==> config.mk <==
export PLATFORM = sky130hd
export DESIGN_NAME = acsreg_bank
export DESIGN_NICKNAME = d
export VERILOG_FILES = /design/src/common/acsreg_pkg.sv /design/src/rtl/acsreg_bank.sv
export VERILOG_INCLUDE_DIRS = /design/src /design/src/common
export SDC_FILE = /design/constraint.sdc
export NUM_CORES = 1
export LEC_CHECK = 0
export ABC_AREA = 1
export BUFFER_PORTS_ARGS = -buffer_cell sky130_fd_sc_hd__buf_2
export CAP_MARGIN = 20
export CORE_ASPECT_RATIO = 0.9
export CORE_MARGIN = 2
export CORE_UTILIZATION = 30
export DETAILED_ROUTE_END_ITERATION = 6
export HOLD_SLACK_MARGIN = 0.05
export PLACE_DENSITY = 0.59
export REMOVE_ABC_BUFFERS = 1
export SYNTH_ARGS = -nofsm -noshare
export SYNTH_HDL_FRONTEND = slang
export SYNTH_SLANG_ARGS = --single-unit
==> constraint.sdc <==
create_clock -name i_sys_clk -period 1.1 [get_ports i_sys_clk]
set_input_delay 0.33 -clock i_sys_clk [delete_from_list [all_inputs] [get_ports i_sys_clk]]
set_output_delay 0.33 -clock i_sys_clk [all_outputs]
set_load 0.05 [all_outputs]
==> src/common/acsreg_defs.svh <==
// Offsets, field positions, reset values and the operation list of the ACS register bank.
//
// Operation
// RULE1: Three 32-bit words at 520h, 524h, 528h; 52Ch reads as reserved zero.
// RULE2: Downstream header bits 15:0 read fixed capability identifier 000Dh.
// RULE3: Downstream header bits 19:16 read fixed capability version 1h.
// RULE4: Downstream header bits 31:20 read fixed next pointer 950h.
// RULE5: Header shared by all ports; port 0 reads every field as zero.
// RULE6: Word 524h holds capability bits low, control bits high.
// RULE7: Downstream capability bits 0 to 6 read as fixed ones.
// RULE8: Bits 10:8 egress vector size, loaded at reset to 100b.
// RULE9: Configuring party sets egress vector size to match port configuration.
// RULE10: Downstream control bits 16 to 22 are writable enables resetting to zero.
// RULE11: Egress vector bits 3:0 are writable per-port controls resetting to zero.
// RULE12: Egress controls take effect only while control bit 21 is set.
// RULE13: Reserved bits read zero and ignore writes.
`ifndef ACSREG_DEFS_SVH
`define ACSREG_DEFS_SVH

`define ACSREG_OFS_HEADER   12'h520
`define ACSREG_OFS_CAPCTL   12'h524
`define ACSREG_OFS_EGRESS   12'h528
`define ACSREG_OFS_RSVD     12'h52c
`define ACSREG_CAP_ID       16'h000d
`define ACSREG_CAP_VER      4'h1
`define ACSREG_NEXT_PTR     12'h950
`define ACSREG_CAP_BITS     7'h7f
`define ACSREG_VSIZE_RST    3'h4
`define ACSREG_VSIZE_LSB    8
`define ACSREG_CTL_LSB      16
`define ACSREG_CTL_EGR_BIT  5

`endif

==> src/common/acsreg_pkg.sv <==
// Types of the ACS register bank.
`default_nettype none
package acsreg_pkg;
   typedef struct packed {
      logic [2:0] vsize;
      logic [6:0] ctl;
      logic [3:0] egress;
      logic [31:0] rdata;
   } acsreg_state_type;
endpackage
`default_nettype wire

==> src/rtl/acsreg_bank.sv <==
// ACS extended capability register bank for one switch port.
`include "acsreg_defs.svh"
`default_nettype none
module acsreg_bank
   import acsreg_pkg::*;
#(
   parameter int NUM_EGRESS = 4
) (
   input  wire logic        i_sys_clk,
   input  wire logic        i_reset,
   input  wire logic        i_is_port0,
   input  wire logic        i_cfg_wr,
   input  wire logic        i_cfg_rd,
   input  wire logic [11:0] i_cfg_addr,
   input  wire logic [31:0] i_cfg_wdata,
   input  wire logic [3:0]  i_cfg_be,
   output logic      [31:0] o_cfg_rdata,
   output logic      [6:0]  o_acs_enables,
   output logic      [3:0]  o_egress_active,
   output logic      [2:0]  o_egress_vsize
);

   // ------------------------------------------------------------
   // State
   // ------------------------------------------------------------
   acsreg_state_type st_r;
   acsreg_state_type st_nxt;

   // ------------------------------------------------------------
   // Decode
   // ------------------------------------------------------------
   // Port 0 has no writable field, so the strobes are qualified here for the checks; the next-state logic and read_word qualify them again.
   logic wr_down;
   logic rd_down;
   logic wr_capctl;
   logic wr_egress;

   assign wr_down   = i_cfg_wr && !i_is_port0; // RULE5
   assign rd_down   = i_cfg_rd && !i_is_port0;
   assign wr_capctl = wr_down && (i_cfg_addr == `ACSREG_OFS_CAPCTL);
   assign wr_egress = wr_down && (i_cfg_addr == `ACSREG_OFS_EGRESS);

   // ------------------------------------------------------------
   // Helpers
   // ------------------------------------------------------------
   // Ports beyond the configured count have no control bit, so those bits are tied to zero.
   function automatic logic [3:0] egress_mask();
      logic [3:0] m;
      m = 4'h0;
      for (int k = 0; k < 4; k++) begin
         m[k] = (k < NUM_EGRESS);
      end
      return m;
   endfunction

   function automatic logic [31:0] read_word(input logic [11:0] a, input acsreg_state_type s,
                                             input logic p0);
      logic [31:0] w;
      w = 32'h0;
      if (!p0) begin // RULE5
         case (a)
            `ACSREG_OFS_HEADER: begin
               w[15:0]  = `ACSREG_CAP_ID; // RULE2
               w[19:16] = `ACSREG_CAP_VER; // RULE3
               w[31:20] = `ACSREG_NEXT_PTR; // RULE4
            end
            `ACSREG_OFS_CAPCTL: begin
               w[6:0]                    = `ACSREG_CAP_BITS; // RULE7
               w[`ACSREG_VSIZE_LSB +: 3] = s.vsize; // RULE8
               w[`ACSREG_CTL_LSB +: 7]   = s.ctl; // RULE6
            end
            `ACSREG_OFS_EGRESS: begin
               w[3:0] = s.egress; // RULE11
            end
            default: begin
               w = 32'h0; // RULE1
            end
         endcase
      end
      return w;
   endfunction

   // ------------------------------------------------------------
   // Next state
   // ------------------------------------------------------------
   always_comb begin
      st_nxt = st_r;
      // Port 0 ignores writes so its hidden fields stay at their reset values.
      if (i_cfg_wr && !i_is_port0) begin
         if (i_cfg_addr == `ACSREG_OFS_CAPCTL) begin
            if (i_cfg_be[1]) begin
               st_nxt.vsize = i_cfg_wdata[10:8]; // RULE8
            end
            if (i_cfg_be[2]) begin
               st_nxt.ctl = i_cfg_wdata[22:16]; // RULE10
            end
         end
         if (i_cfg_addr == `ACSREG_OFS_EGRESS && i_cfg_be[0]) begin
            st_nxt.egress = i_cfg_wdata[3:0] & egress_mask(); // RULE11
         end
      end
      st_nxt.rdata = i_cfg_rd ? read_word(i_cfg_addr, st_r, i_is_port0) : st_r.rdata; // RULE13
   end

   always_ff @(posedge i_sys_clk or posedge i_reset) begin
      if (i_reset) begin
         st_r.vsize  <= `ACSREG_VSIZE_RST; // RULE8
         st_r.ctl    <= 7'h0;
         st_r.egress <= 4'h0;
         st_r.rdata  <= 32'h0;
      end else begin
         st_r <= st_nxt;
      end
   end

   // ------------------------------------------------------------
   // Outputs
   // ------------------------------------------------------------
   assign o_cfg_rdata     = st_r.rdata;
   assign o_acs_enables   = i_is_port0 ? 7'h0 : st_r.ctl;
   // Egress bits are gated here so the routing logic never sees stale controls.
   assign o_egress_active = (st_r.ctl[`ACSREG_CTL_EGR_BIT] && !i_is_port0) ? st_r.egress
                                                                          : 4'h0; // RULE12
   assign o_egress_vsize  = st_r.vsize;

   // ------------------------------------------------------------
   // Checks on reads
   // ------------------------------------------------------------
   hdr_read_a: assert property (@(posedge i_sys_clk) disable iff (i_reset) // RULE2
      i_cfg_rd && !i_is_port0 && i_cfg_addr == 12'h520 |=> o_cfg_rdata == 32'h9501000d)
      else $error("header word wrong");

   port0_zero_a: assert property (@(posedge i_sys_clk) disable iff (i_reset) // RULE5
      i_cfg_rd && i_is_port0 |=> o_cfg_rdata == 32'h0) else $error("port 0 not zero");

   cap_ones_a: assert property (@(posedge i_sys_clk) disable iff (i_reset) // RULE7
      i_cfg_rd && !i_is_port0 && i_cfg_addr == 12'h524 |=> o_cfg_rdata[7:0] == 8'h7f)
      else $error("capability bits wrong");

   rsvd_word_a: assert property (@(posedge i_sys_clk) disable iff (i_reset) // RULE1
      i_cfg_rd && i_cfg_addr == 12'h52c |=> o_cfg_rdata == 32'h0) else $error("52c not zero");

   ctl_rsvd_a: assert property (@(posedge i_sys_clk) disable iff (i_reset) // RULE13
      i_cfg_rd && i_cfg_addr == 12'h524 ##1 1'b1 |-> o_cfg_rdata[31:23] == 9'h0
      && o_cfg_rdata[15:11] == 5'h0) else $error("reserved bits set");

   egress_rsvd_a: assert property (@(posedge i_sys_clk) disable iff (i_reset) // RULE11
      i_cfg_rd && i_cfg_addr == 12'h528 |=> o_cfg_rdata[31:4] == 28'h0)
      else $error("egress reserved bits set");

   ctl_read_a: assert property (@(posedge i_sys_clk) disable iff (i_reset) // RULE6
      rd_down && i_cfg_addr == 12'h524 |=> o_cfg_rdata[22:16] == $past(st_r.ctl)
      && o_cfg_rdata[10:8] == $past(st_r.vsize)) else $error("control word read wrong");

   egress_read_a: assert property (@(posedge i_sys_clk) disable iff (i_reset) // RULE11
      rd_down && i_cfg_addr == 12'h528 |=> o_cfg_rdata[3:0] == $past(st_r.egress))
      else $error("egress vector read wrong");

   // Offsets outside the three words answer zero rather than aliasing onto them.
   other_addr_a: assert property (@(posedge i_sys_clk) disable iff (i_reset) // RULE1
      i_cfg_rd && i_cfg_addr != 12'h520 && i_cfg_addr != 12'h524 && i_cfg_addr != 12'h528
      |=> o_cfg_rdata == 32'h0) else $error("unmapped offset not zero");

   rdata_hold_a: assert property (@(posedge i_sys_clk) disable iff (i_reset) // RULE1
      !i_cfg_rd |=> $stable(o_cfg_rdata)) else $error("read data not held");

   // ------------------------------------------------------------
   // Checks on writes and outputs
   // ------------------------------------------------------------
   ctl_write_a: assert property (@(posedge i_sys_clk) disable iff (i_reset) // RULE10
      i_cfg_wr && !i_is_port0 && i_cfg_addr == 12'h524 && i_cfg_be[2]
      |=> o_acs_enables == $past(i_cfg_wdata[22:16])) else $error("control write lost");

   vsize_write_a: assert property (@(posedge i_sys_clk) disable iff (i_reset) // RULE8
      wr_capctl && i_cfg_be[1] |=> o_egress_vsize == $past(i_cfg_wdata[10:8]))
      else $error("vector size write lost");

   // Fields change only through a write that addresses their own byte.
   vsize_keep_a: assert property (@(posedge i_sys_clk) disable iff (i_reset) // RULE13
      !(wr_capctl && i_cfg_be[1]) |=> $stable(o_egress_vsize))
      else $error("vector size changed without write");

   egress_write_a: assert property (@(posedge i_sys_clk) disable iff (i_reset) // RULE11
      wr_egress && i_cfg_be[0] |=> st_r.egress == ($past(i_cfg_wdata[3:0]) & egress_mask()))
      else $error("egress vector write lost");

   egress_keep_a: assert property (@(posedge i_sys_clk) disable iff (i_reset) // RULE13
      !(wr_egress && i_cfg_be[0]) |=> $stable(st_r.egress))
      else $error("egress vector changed without write");

   ctl_keep_a: assert property (@(posedge i_sys_clk) disable iff (i_reset) // RULE10
      !(wr_capctl && i_cfg_be[2]) |=> $stable(st_r.ctl))
      else $error("control bits changed without write");

   rsvd_write_a: assert property (@(posedge i_sys_clk) disable iff (i_reset) // RULE13
      i_cfg_wr && (i_cfg_addr == 12'h520 || i_cfg_addr == `ACSREG_OFS_RSVD) |=> $stable(st_r.ctl)
      && $stable(st_r.egress) && $stable(st_r.vsize)) else $error("header write landed");

   // The hidden fields of port 0 must not move, or they would surface if the port role changed.
   port0_write_a: assert property (@(posedge i_sys_clk) disable iff (i_reset) // RULE5
      i_cfg_wr && i_is_port0 |=> $stable(st_r.ctl) && $stable(st_r.egress)
      && $stable(st_r.vsize)) else $error("port 0 write landed");

   port0_out_a: assert property (@(posedge i_sys_clk) disable iff (i_reset) // RULE5
      i_is_port0 |-> o_acs_enables == 7'h0 && o_egress_active == 4'h0)
      else $error("port 0 outputs not zero");

   egress_gate_a: assert property (@(posedge i_sys_clk) disable iff (i_reset) // RULE12
      !o_acs_enables[5] |-> o_egress_active == 4'h0) else $error("egress ungated");

   egress_pass_a: assert property (@(posedge i_sys_clk) disable iff (i_reset) // RULE12
      o_acs_enables[5] |-> o_egress_active == st_r.egress)
      else $error("egress controls blocked");

   enables_a: assert property (@(posedge i_sys_clk) disable iff (i_reset) // RULE10
      !i_is_port0 |-> o_acs_enables == st_r.ctl)
      else $error("enables do not follow control bits");

   egress_unused_a: assert property (@(posedge i_sys_clk) disable iff (i_reset) // RULE13
      (st_r.egress & ~egress_mask()) == 4'h0)
      else $error("unimplemented egress bit set");

endmodule
`default_nettype wire

# Word-level counts from Yosys, hierarchy flattened
# Cells that the tools add are included.
# Widths: inputs -> output; s select.
[totals]
out_inout_bits = 46
word_cells = 22
input_bits = 53
register_bits = 46
[classes]
n_reduce_logical = 7
eq_ne = 3
n_mux = 8
[op_table]
columns = ["cell", "n"]
rows = [
  ["$eq 12x11->1 const B", 3],
  ["$mux 32", 1],
  ["$pmux 7 s2", 1],
  ["$pmux 4 s3", 1],
  ["$mux 9", 1],
  ["$mux 7", 1],
  ["$mux 3", 2],
  ["$reduce_and 3->1", 2],
  ["$mux 4", 1],
  ["$logic_and 1x1->1", 3],
  ["$reduce_and 2->1", 1],
  ["$logic_not 1->1", 1],
]

# Logic depth before layout (Yosys ltp)
# Gate-level depths: netlist of the first run.
[logic_depth]
word_depth = 3
mapped_depth = 7

# Worst setup path after synthesis of the first run
# Ideal clock, no wire load.
[synth_timing]
kind = "input-to-output"
start = "input i_is_port0"
end = "output o_egress_active[0]"
required_time_ns = 0.770
path_buffers = 1
slack_ns = -1.257
arrival_ns = 2.027
cell_stages = 4
path_cell_list = "buf_6 -> nor2_1 -> inv_1 -> nor2_1"
[synth_between]
elab_chain_cells = 3
[synth_rtl]
columns = ["item", "line", "rtl"]
rows = [
  ["start: declaration", "acsreg_bank.sv:11", "input wire logic i_is_port0,"],
  ["$logic_not 1->1", "acsreg_bank.sv:122", "assign o_egress_active = (st_r.ctl[`ACSREG_CTL_EGR_BIT] && !i_is_port0) ? st_r.egress"],
  ["$logic_and 1x1->1", "acsreg_bank.sv:122", ""],
  ["$mux 4", "acsreg_bank.sv:122", ""],
  ["end: declaration", "acsreg_bank.sv:19", "output logic [3:0] o_egress_active,"],
]
# No other way between the ends.

# Final worst setup path of the first run
[layout_timing]
start = "register st_r[41] in the netlist's numbering"
end = "output o_egress_active[2]"
[layout_between]
elab_chain_cells = 2
[layout_rtl]
columns = ["item", "line", "rtl"]
rows = [
  ["start: declaration", "acsreg_bank.sv:26", "acsreg_state_type st_r;"],
  ["start signal: assignment", "acsreg_bank.sv:112", "st_r <= st_nxt;"],
  ["$logic_and 1x1->1", "acsreg_bank.sv:122", ""],
  ["$mux 4", "acsreg_bank.sv:122", ""],
]
# No other way between the ends.

==> metrics.yaml, run 1 <==
drive_gt1_share_pct: 54.43
io_pins: 99
cts_hold_buf: 0
clockBufferDepth: 2
ant_nets: 0
cpPeakStageDelay_ns: 0.36
synthMuxAreaShare_pct: 0
hold_viol: 0
ys_types: 21
path_common_cell: "nor2_4"
portBuffers: 68
peakVddDrop_mv: 0.4880
grt_first_pass_wirelength_mm: 6.734
multiInputGateArea_um2: 723.2
powerDensity_nw_per_um2: 836.7
wl_met2_mm: 1.940
layout_commonest_cell: "nand2_1"
setup_viol: 35
syn_area_um2: 1764
grtUsageTotal_pct: 13.44
drv_slew: 0
pre_cts_slack_ns: -0.3173
dr_wl_met3_um: 264
vias: 1572
die-area_um2: 6511
period_minus_slack_ns: 1.511
synth_xor_area_share_pct: 0
rows: 26
cts_htree_levels: 2
gp_congestion: 0.7967
final.setup_skew_ns: 0.002491
crit_family: "flip-flops"
clk_latency_ns: 0.28
place_hpwl_mm: 3.044
area_growth_pct: 54.33
synth_seq_cells: 30
drc: 0
cp_max_fo: 4
finalNonFillerCells: 375
clk_pin_slew_worst_paths_ns: 0.06
route.layer.met1.wl_mm: 2.049
drt-pass1-iter-count: 5
synth_fa_ha_area_share_pct: 0
highest_layer: "met4"
synth-compound-area-share_pct: 5.390
diodes: 0
cts_buffers: 5
leakagePower_nw: 1.460
violations: "negative setup slack"
worstSetupEndpointType: "primary output"
cap_violations: 0
grt_pass1_vias: 1479
crit_chain: "inv_2 > nor2_4 > inv_4 > nor2_4 > buf_6"
die_h_um: 76.75
mostFrequentLayoutCells: "nand2_1 (46), buf_4 (42), buf_6 (34)"
grt_start_max_net_pins: 31
antenna_found_initial: 0
cp.arrival_ns: 1.18
vias_per_cell: 4.192
path_buf_inv: 3
final_util_pct: 47.82
power_mw: 2.278
syn_inst: 215
crit_type: "flop to primary output"
root_buffer: "clkbuf_8"
r2r_slack_ns: 0.21
synth_top_family_by_area: "simple AND/OR/NAND/NOR gates"
cp.required_ns: 0.77
ff_latch_area_um2: 753.2
post-place-cells: 348
layout_setup_ws_ns: -0.4108
worstHoldPathType: "primary input to asynchronous set/reset pin"
overflow: 0
drt_iter0_drc: 28
tritoncts: "built"
ys.warnings.count: 0
critPathLaunchType: "flop"
routed_wl_mm: 4.302
cts.sinks: 30
ys_seq_area_share_pct: 42.62
avgSynthCellArea_um2: 8.206
die_w_um: 84.84
rsz0062_at_grt: "true"
nNetsFinal: 359
initial_core_util_pct: 30.99
wl_per_cell_um: 11.47
outcome: "complete, but fails checks"
fillCellCount: 587
synthSimpleGateAreaFrac_pct: 27.87
core_area_um2: 5693
worst_path_max_delay_cell: "dfrtp_1"
fin_crit_sh_pct: 137.3
max_freq_mhz: 661.9
## registers in the layout, indices dropped and copies added, names as in the netlist
signal          count
o_cfg_rdata        16
st_r               11
o_egress_vsize      3
## area by class of cell
| class | instances | share of cell area, % |
|---|---|---|
| well taps | 70 | 3.217 |
| clock buffers | 6 | 3.033 |
| repair buffers | 114 | 35.02 |
| flip-flops and latches | 30 | 27.67 |
| inverters | 32 | 4.504 |
| multi-input cells | 123 | 26.56 |
## stage by stage
| step | hold slack, ns | TNS [ns] | instance area (µm²) |
|---|---|---|---|
| detailed placement | 0.3895 | -7.705 | 2153 |
| global route | 0.09677 | -6.727 | 2723 |
| finish | 0.08297 | -4.919 | 2723 |
| floorplan | 0.4201 | -12.81 | 1500 |
| CTS | 0.08566 | -5.319 | 2575 |
| global placement | 0.3794 | -7.667 | 2153 |
## worst register-to-register path, delay by kind of cell, from the launching register on
kind	cells	cell delay [ns]
buffers and inverters	1	0.13
flip-flops	1	0.34
AND/OR/NAND/NOR	4	0.36
## cells in the mapped netlist
library cell  instances  share of area (%)
buf_2                 1               0.28
buf_4                36                 15
buf_6                 2                1.3
clkbuf_1              1               0.21
conb_1                1               0.21
dfrtp_1              29                 41
dfstp_2               1                1.5
inv_1                29                6.2
inv_2                 3               0.64
nand2_1              46                9.8
nand2_2               3                1.1
nand3_1               7                2.0
nand3_2               4                2.3
nand4_1              16                5.7
nor2_1               17                3.6
nor2_2                3                1.1
nor2_4                2                1.3
nor2_8                1                1.1
o21ai_0               1               0.28
o21ai_1               4                1.1
o21ai_2               8                4.0
## power by group
group	total, mW	internal, mW	leakage (nW)	switching (mW)
clock network	0.883	0.482	0.0431	0.401
logic	0.290	0.0890	1.00	0.201
registers	1.10	1.10	0.414	0.000481
total	2.28	1.68	1.46	0.603
## logic make-up after synthesis
| kind of cell | count (synthesis) |
|---|---|
| AND/OR/NAND/NOR | 99 |
| buffers and inverters | 72 |
| flip-flops | 30 |
| AO/OA/AOI/OAI | 13 |
| other | 1 |
## repair_timing
action                                  4_1_cts  5_1_grt
endpoints found under the setup margin       35       45
pin swaps                                     3        3
resized for setup                            91       15
buffers inserted                             11       11
## path summary, 6_finish.rpt
check                                           to      startpoint  depth (start not counted)
worst min register to register            st_r[36]        st_r[36]                          2
worst max-delay path            o_egress_active[2]        st_r[41]                          5
worst max register to register     o_cfg_rdata[16]        st_r[36]                          5
max in group asynchronous        o_egress_vsize[2]         i_reset                          3
worst min-delay path                o_cfg_rdata[6]         i_reset                          3
min in group i_sys_clk                    st_r[34]  i_cfg_wdata[2]                          3
## layer usage
metal,global-route usage (%),up-vias
met2,20.31,57
met5,0,-
met1,18.09,701
met4,5.238,0
li1,-,810
met3,3.875,4
Power figures use the tool's default switching activity.
==> inputs of run 2 (changes only) <==
--- a/config.mk
+++ b/config.mk
@@ -14,6 +14,7 @@
 export CORE_UTILIZATION = 30
 export DETAILED_ROUTE_END_ITERATION = 6
 export HOLD_SLACK_MARGIN = 0.05
+export MAX_ROUTING_LAYER = met4
 export PLACE_DENSITY = 0.59
 export REMOVE_ABC_BUFFERS = 1
 export SYNTH_ARGS = -nofsm -noshare
==> constraint.sdc (replaced) <==
create_clock -name i_sys_clk -period 1.9 [get_ports i_sys_clk]
set_input_delay 0.57 -clock i_sys_clk [delete_from_list [all_inputs] [get_ports i_sys_clk]]
set_output_delay 0.57 -clock i_sys_clk [all_outputs]
set_load 0.1 [all_outputs]
==> metrics.yaml, run 2 (synthesis results as in run 1) <==
cts_htree_levels: 2  # unchanged
post-place-cells: 331  # was 348
ant_nets: 0  # unchanged
drt-pass1-iter-count: 4  # was 5
cp.required_ns: 1.33  # was 0.77 ns
core_area_um2: 5693  # unchanged
period_minus_slack_ns: 1.851
drt_iter0_drc: 64  # was 28
overflow: 0  # unchanged
crit_type: "primary input to primary output"  # was flop to primary output
layout_commonest_cell: "buf_2"  # was nand2_1
drive_gt1_share_pct: 42.16  # was 54.43%
antenna_found_initial: 0  # unchanged
initial_core_util_pct: 30.99  # unchanged
cp.arrival_ns: 1.28  # was 1.18 ns
grt_first_pass_wirelength_mm: 6.465  # was 6.734 mm
r2r-start: "st_r[36]"  # unchanged
leakagePower_nw: 1.254  # was 1.460 nW
nNetsFinal: 321  # was 359
setup_viol: 0  # was 35
portBuffers: 68  # unchanged
peakVddDrop_mv: 0.2117  # was 0.4880 mV
worstReg2RegEnd: "o_cfg_rdata[16]"  # unchanged
tritoncts: "built"  # unchanged
worstSetupEndpointType: "primary output"  # unchanged
outcome: "finished, final reports clean"  # was complete, but fails checks
cts_setup_buffers: 0  # was 11
grt_start_max_net_pins: 21  # was 31
die_h_um: 76.75  # unchanged
cts_buffers: 5  # unchanged
vias: 1453  # was 1572
io_pins: 99  # unchanged
finalNonFillerCells: 338  # was 375
critPathLaunchType: "primary input"  # was flop
r2r_slack_ns: 1.06  # was 0.21 ns
r2r_cells: 4  # was 5
final.setup_skew_ns: 0.003523  # was 0.002491 ns
vias_per_cell: 4.299  # was 4.192
setup_tns_ns: 0  # was -4.919 ns
mostFrequentLayoutCells: "buf_2 (57), nand2_1 (46), dfrtp_1 (29)"  # was nand2_1 (46), buf_4 (42), buf_6 (34)
hold_viol: 0  # unchanged
die-area_um2: 6511  # unchanged
place_hpwl_mm: 3.107  # was 3.044 mm
clk_latency_ns: 0.28  # about the same
rows: 26  # unchanged
clockBufferDepth: 2  # unchanged
grtUsageTotal_pct: 13.03  # was 13.44%
cap_violations: 0  # unchanged
drv_slew: 0  # unchanged
fillCellCount: 589  # was 587
wl_per_cell_um: 11.66  # was 11.47 µm
cp_max_fo: 7  # was 4
drc: 0  # unchanged
routed_wl_mm: 3.940  # was 4.302 mm
fin_crit_sh_pct: 97.43
rsz0062_at_grt: "false"  # was true
diodes: 0  # unchanged
cts.sinks: 30  # unchanged
grt_pass1_vias: 1413  # was 1479
powerDensity_nw_per_um2: 577.6  # was 836.7 nW/µm²
clk_pin_slew_worst_paths_ns: 0.06  # about the same
startpoint: "i_is_port0"  # was st_r[41]
area_growth_pct: 28.79  # was 54.33%
root_buffer: "clkbuf_8"  # unchanged
die_w_um: 84.84  # unchanged
gp_congestion: 0.7913  # was 0.7967
worstHoldPathType: "primary input to asynchronous set/reset pin"  # unchanged
largest_reg_flops: 16  # unchanged
max_freq_mhz: 540.2
==> run 2: per-stage QoR <==
stage	hold WS [ns]	total power, mW	setup WS [ns]	util (%)	cell area [µm²]
after floorplan	0.4419	0.7883	-2.110	-	1500
after global placement	0.4550	0.8503	-0.1134	38.26	2178
after detailed placement	0.4594	0.8517	-0.09892	38.26	2178
after CTS	0.3149	1.329	0.01591	39.91	2272
after global routing	0.3568	1.370	0.008444	39.91	2272
final	0.2980	1.312	0.04877	39.91	2272
==> run 2: what timing repair did <==
item                                    in CTS  in global routing
endpoints found under the setup margin       4                  1
pin swaps                                    1                  0
resized for setup                            7                  1
cloned                                       0                  0
hold buffers                                 0                  0
==> run 2: routing by layer <==
metal	vias up	routed length (µm)	GRT usage, %
met5	-	0	-
met4	0	36	3.810
met3	4	272	4.736
met2	61	1750	18.50
met1	652	1880	17.43
li1	736	-	-
==> run 2: power breakdown <==
part           switching (mW)  internal [mW]
clock network           0.222          0.251
registers            0.000271          0.640
logic                   0.157         0.0419
==> run 2: critical path, cell delays in order <==
cell,delay [ns]
buf_2,0.12
buf_4,0.17
nor2_1,0.21
buf_12,0.21
==> run 2: cell type report <==
| type | instances | area, µm² | share of cell area [%] |
|---|---|---|---|
| Tap cell | 70 | 87.58 | 3.855 |
| Multi-Input combinational cell | 123 | 645.6 | 28.41 |
| Sequential cell | 30 | 752.0 | 33.09 |
| Clock buffer | 7 | 76.32 | 3.359 |
| Timing Repair Buffer | 76 | 590.6 | 25.99 |
| Inverter | 32 | 120.1 | 5.286 |
==> run 2: how the worst max path moves through the flow <==
stage | end | slack [ns] | cells after the start
after floorplan | o_egress_active[0] | -2.11 | 3
after global placement | o_egress_active[3] | -0.11 | 5
after detailed placement | o_egress_active[0] | -0.1 | 5
after CTS | o_acs_enables[0] | 0.02 | 6
after global routing | o_egress_active[0] | 0.008 | 5
final | o_acs_enables[4] | 0.05 | 4
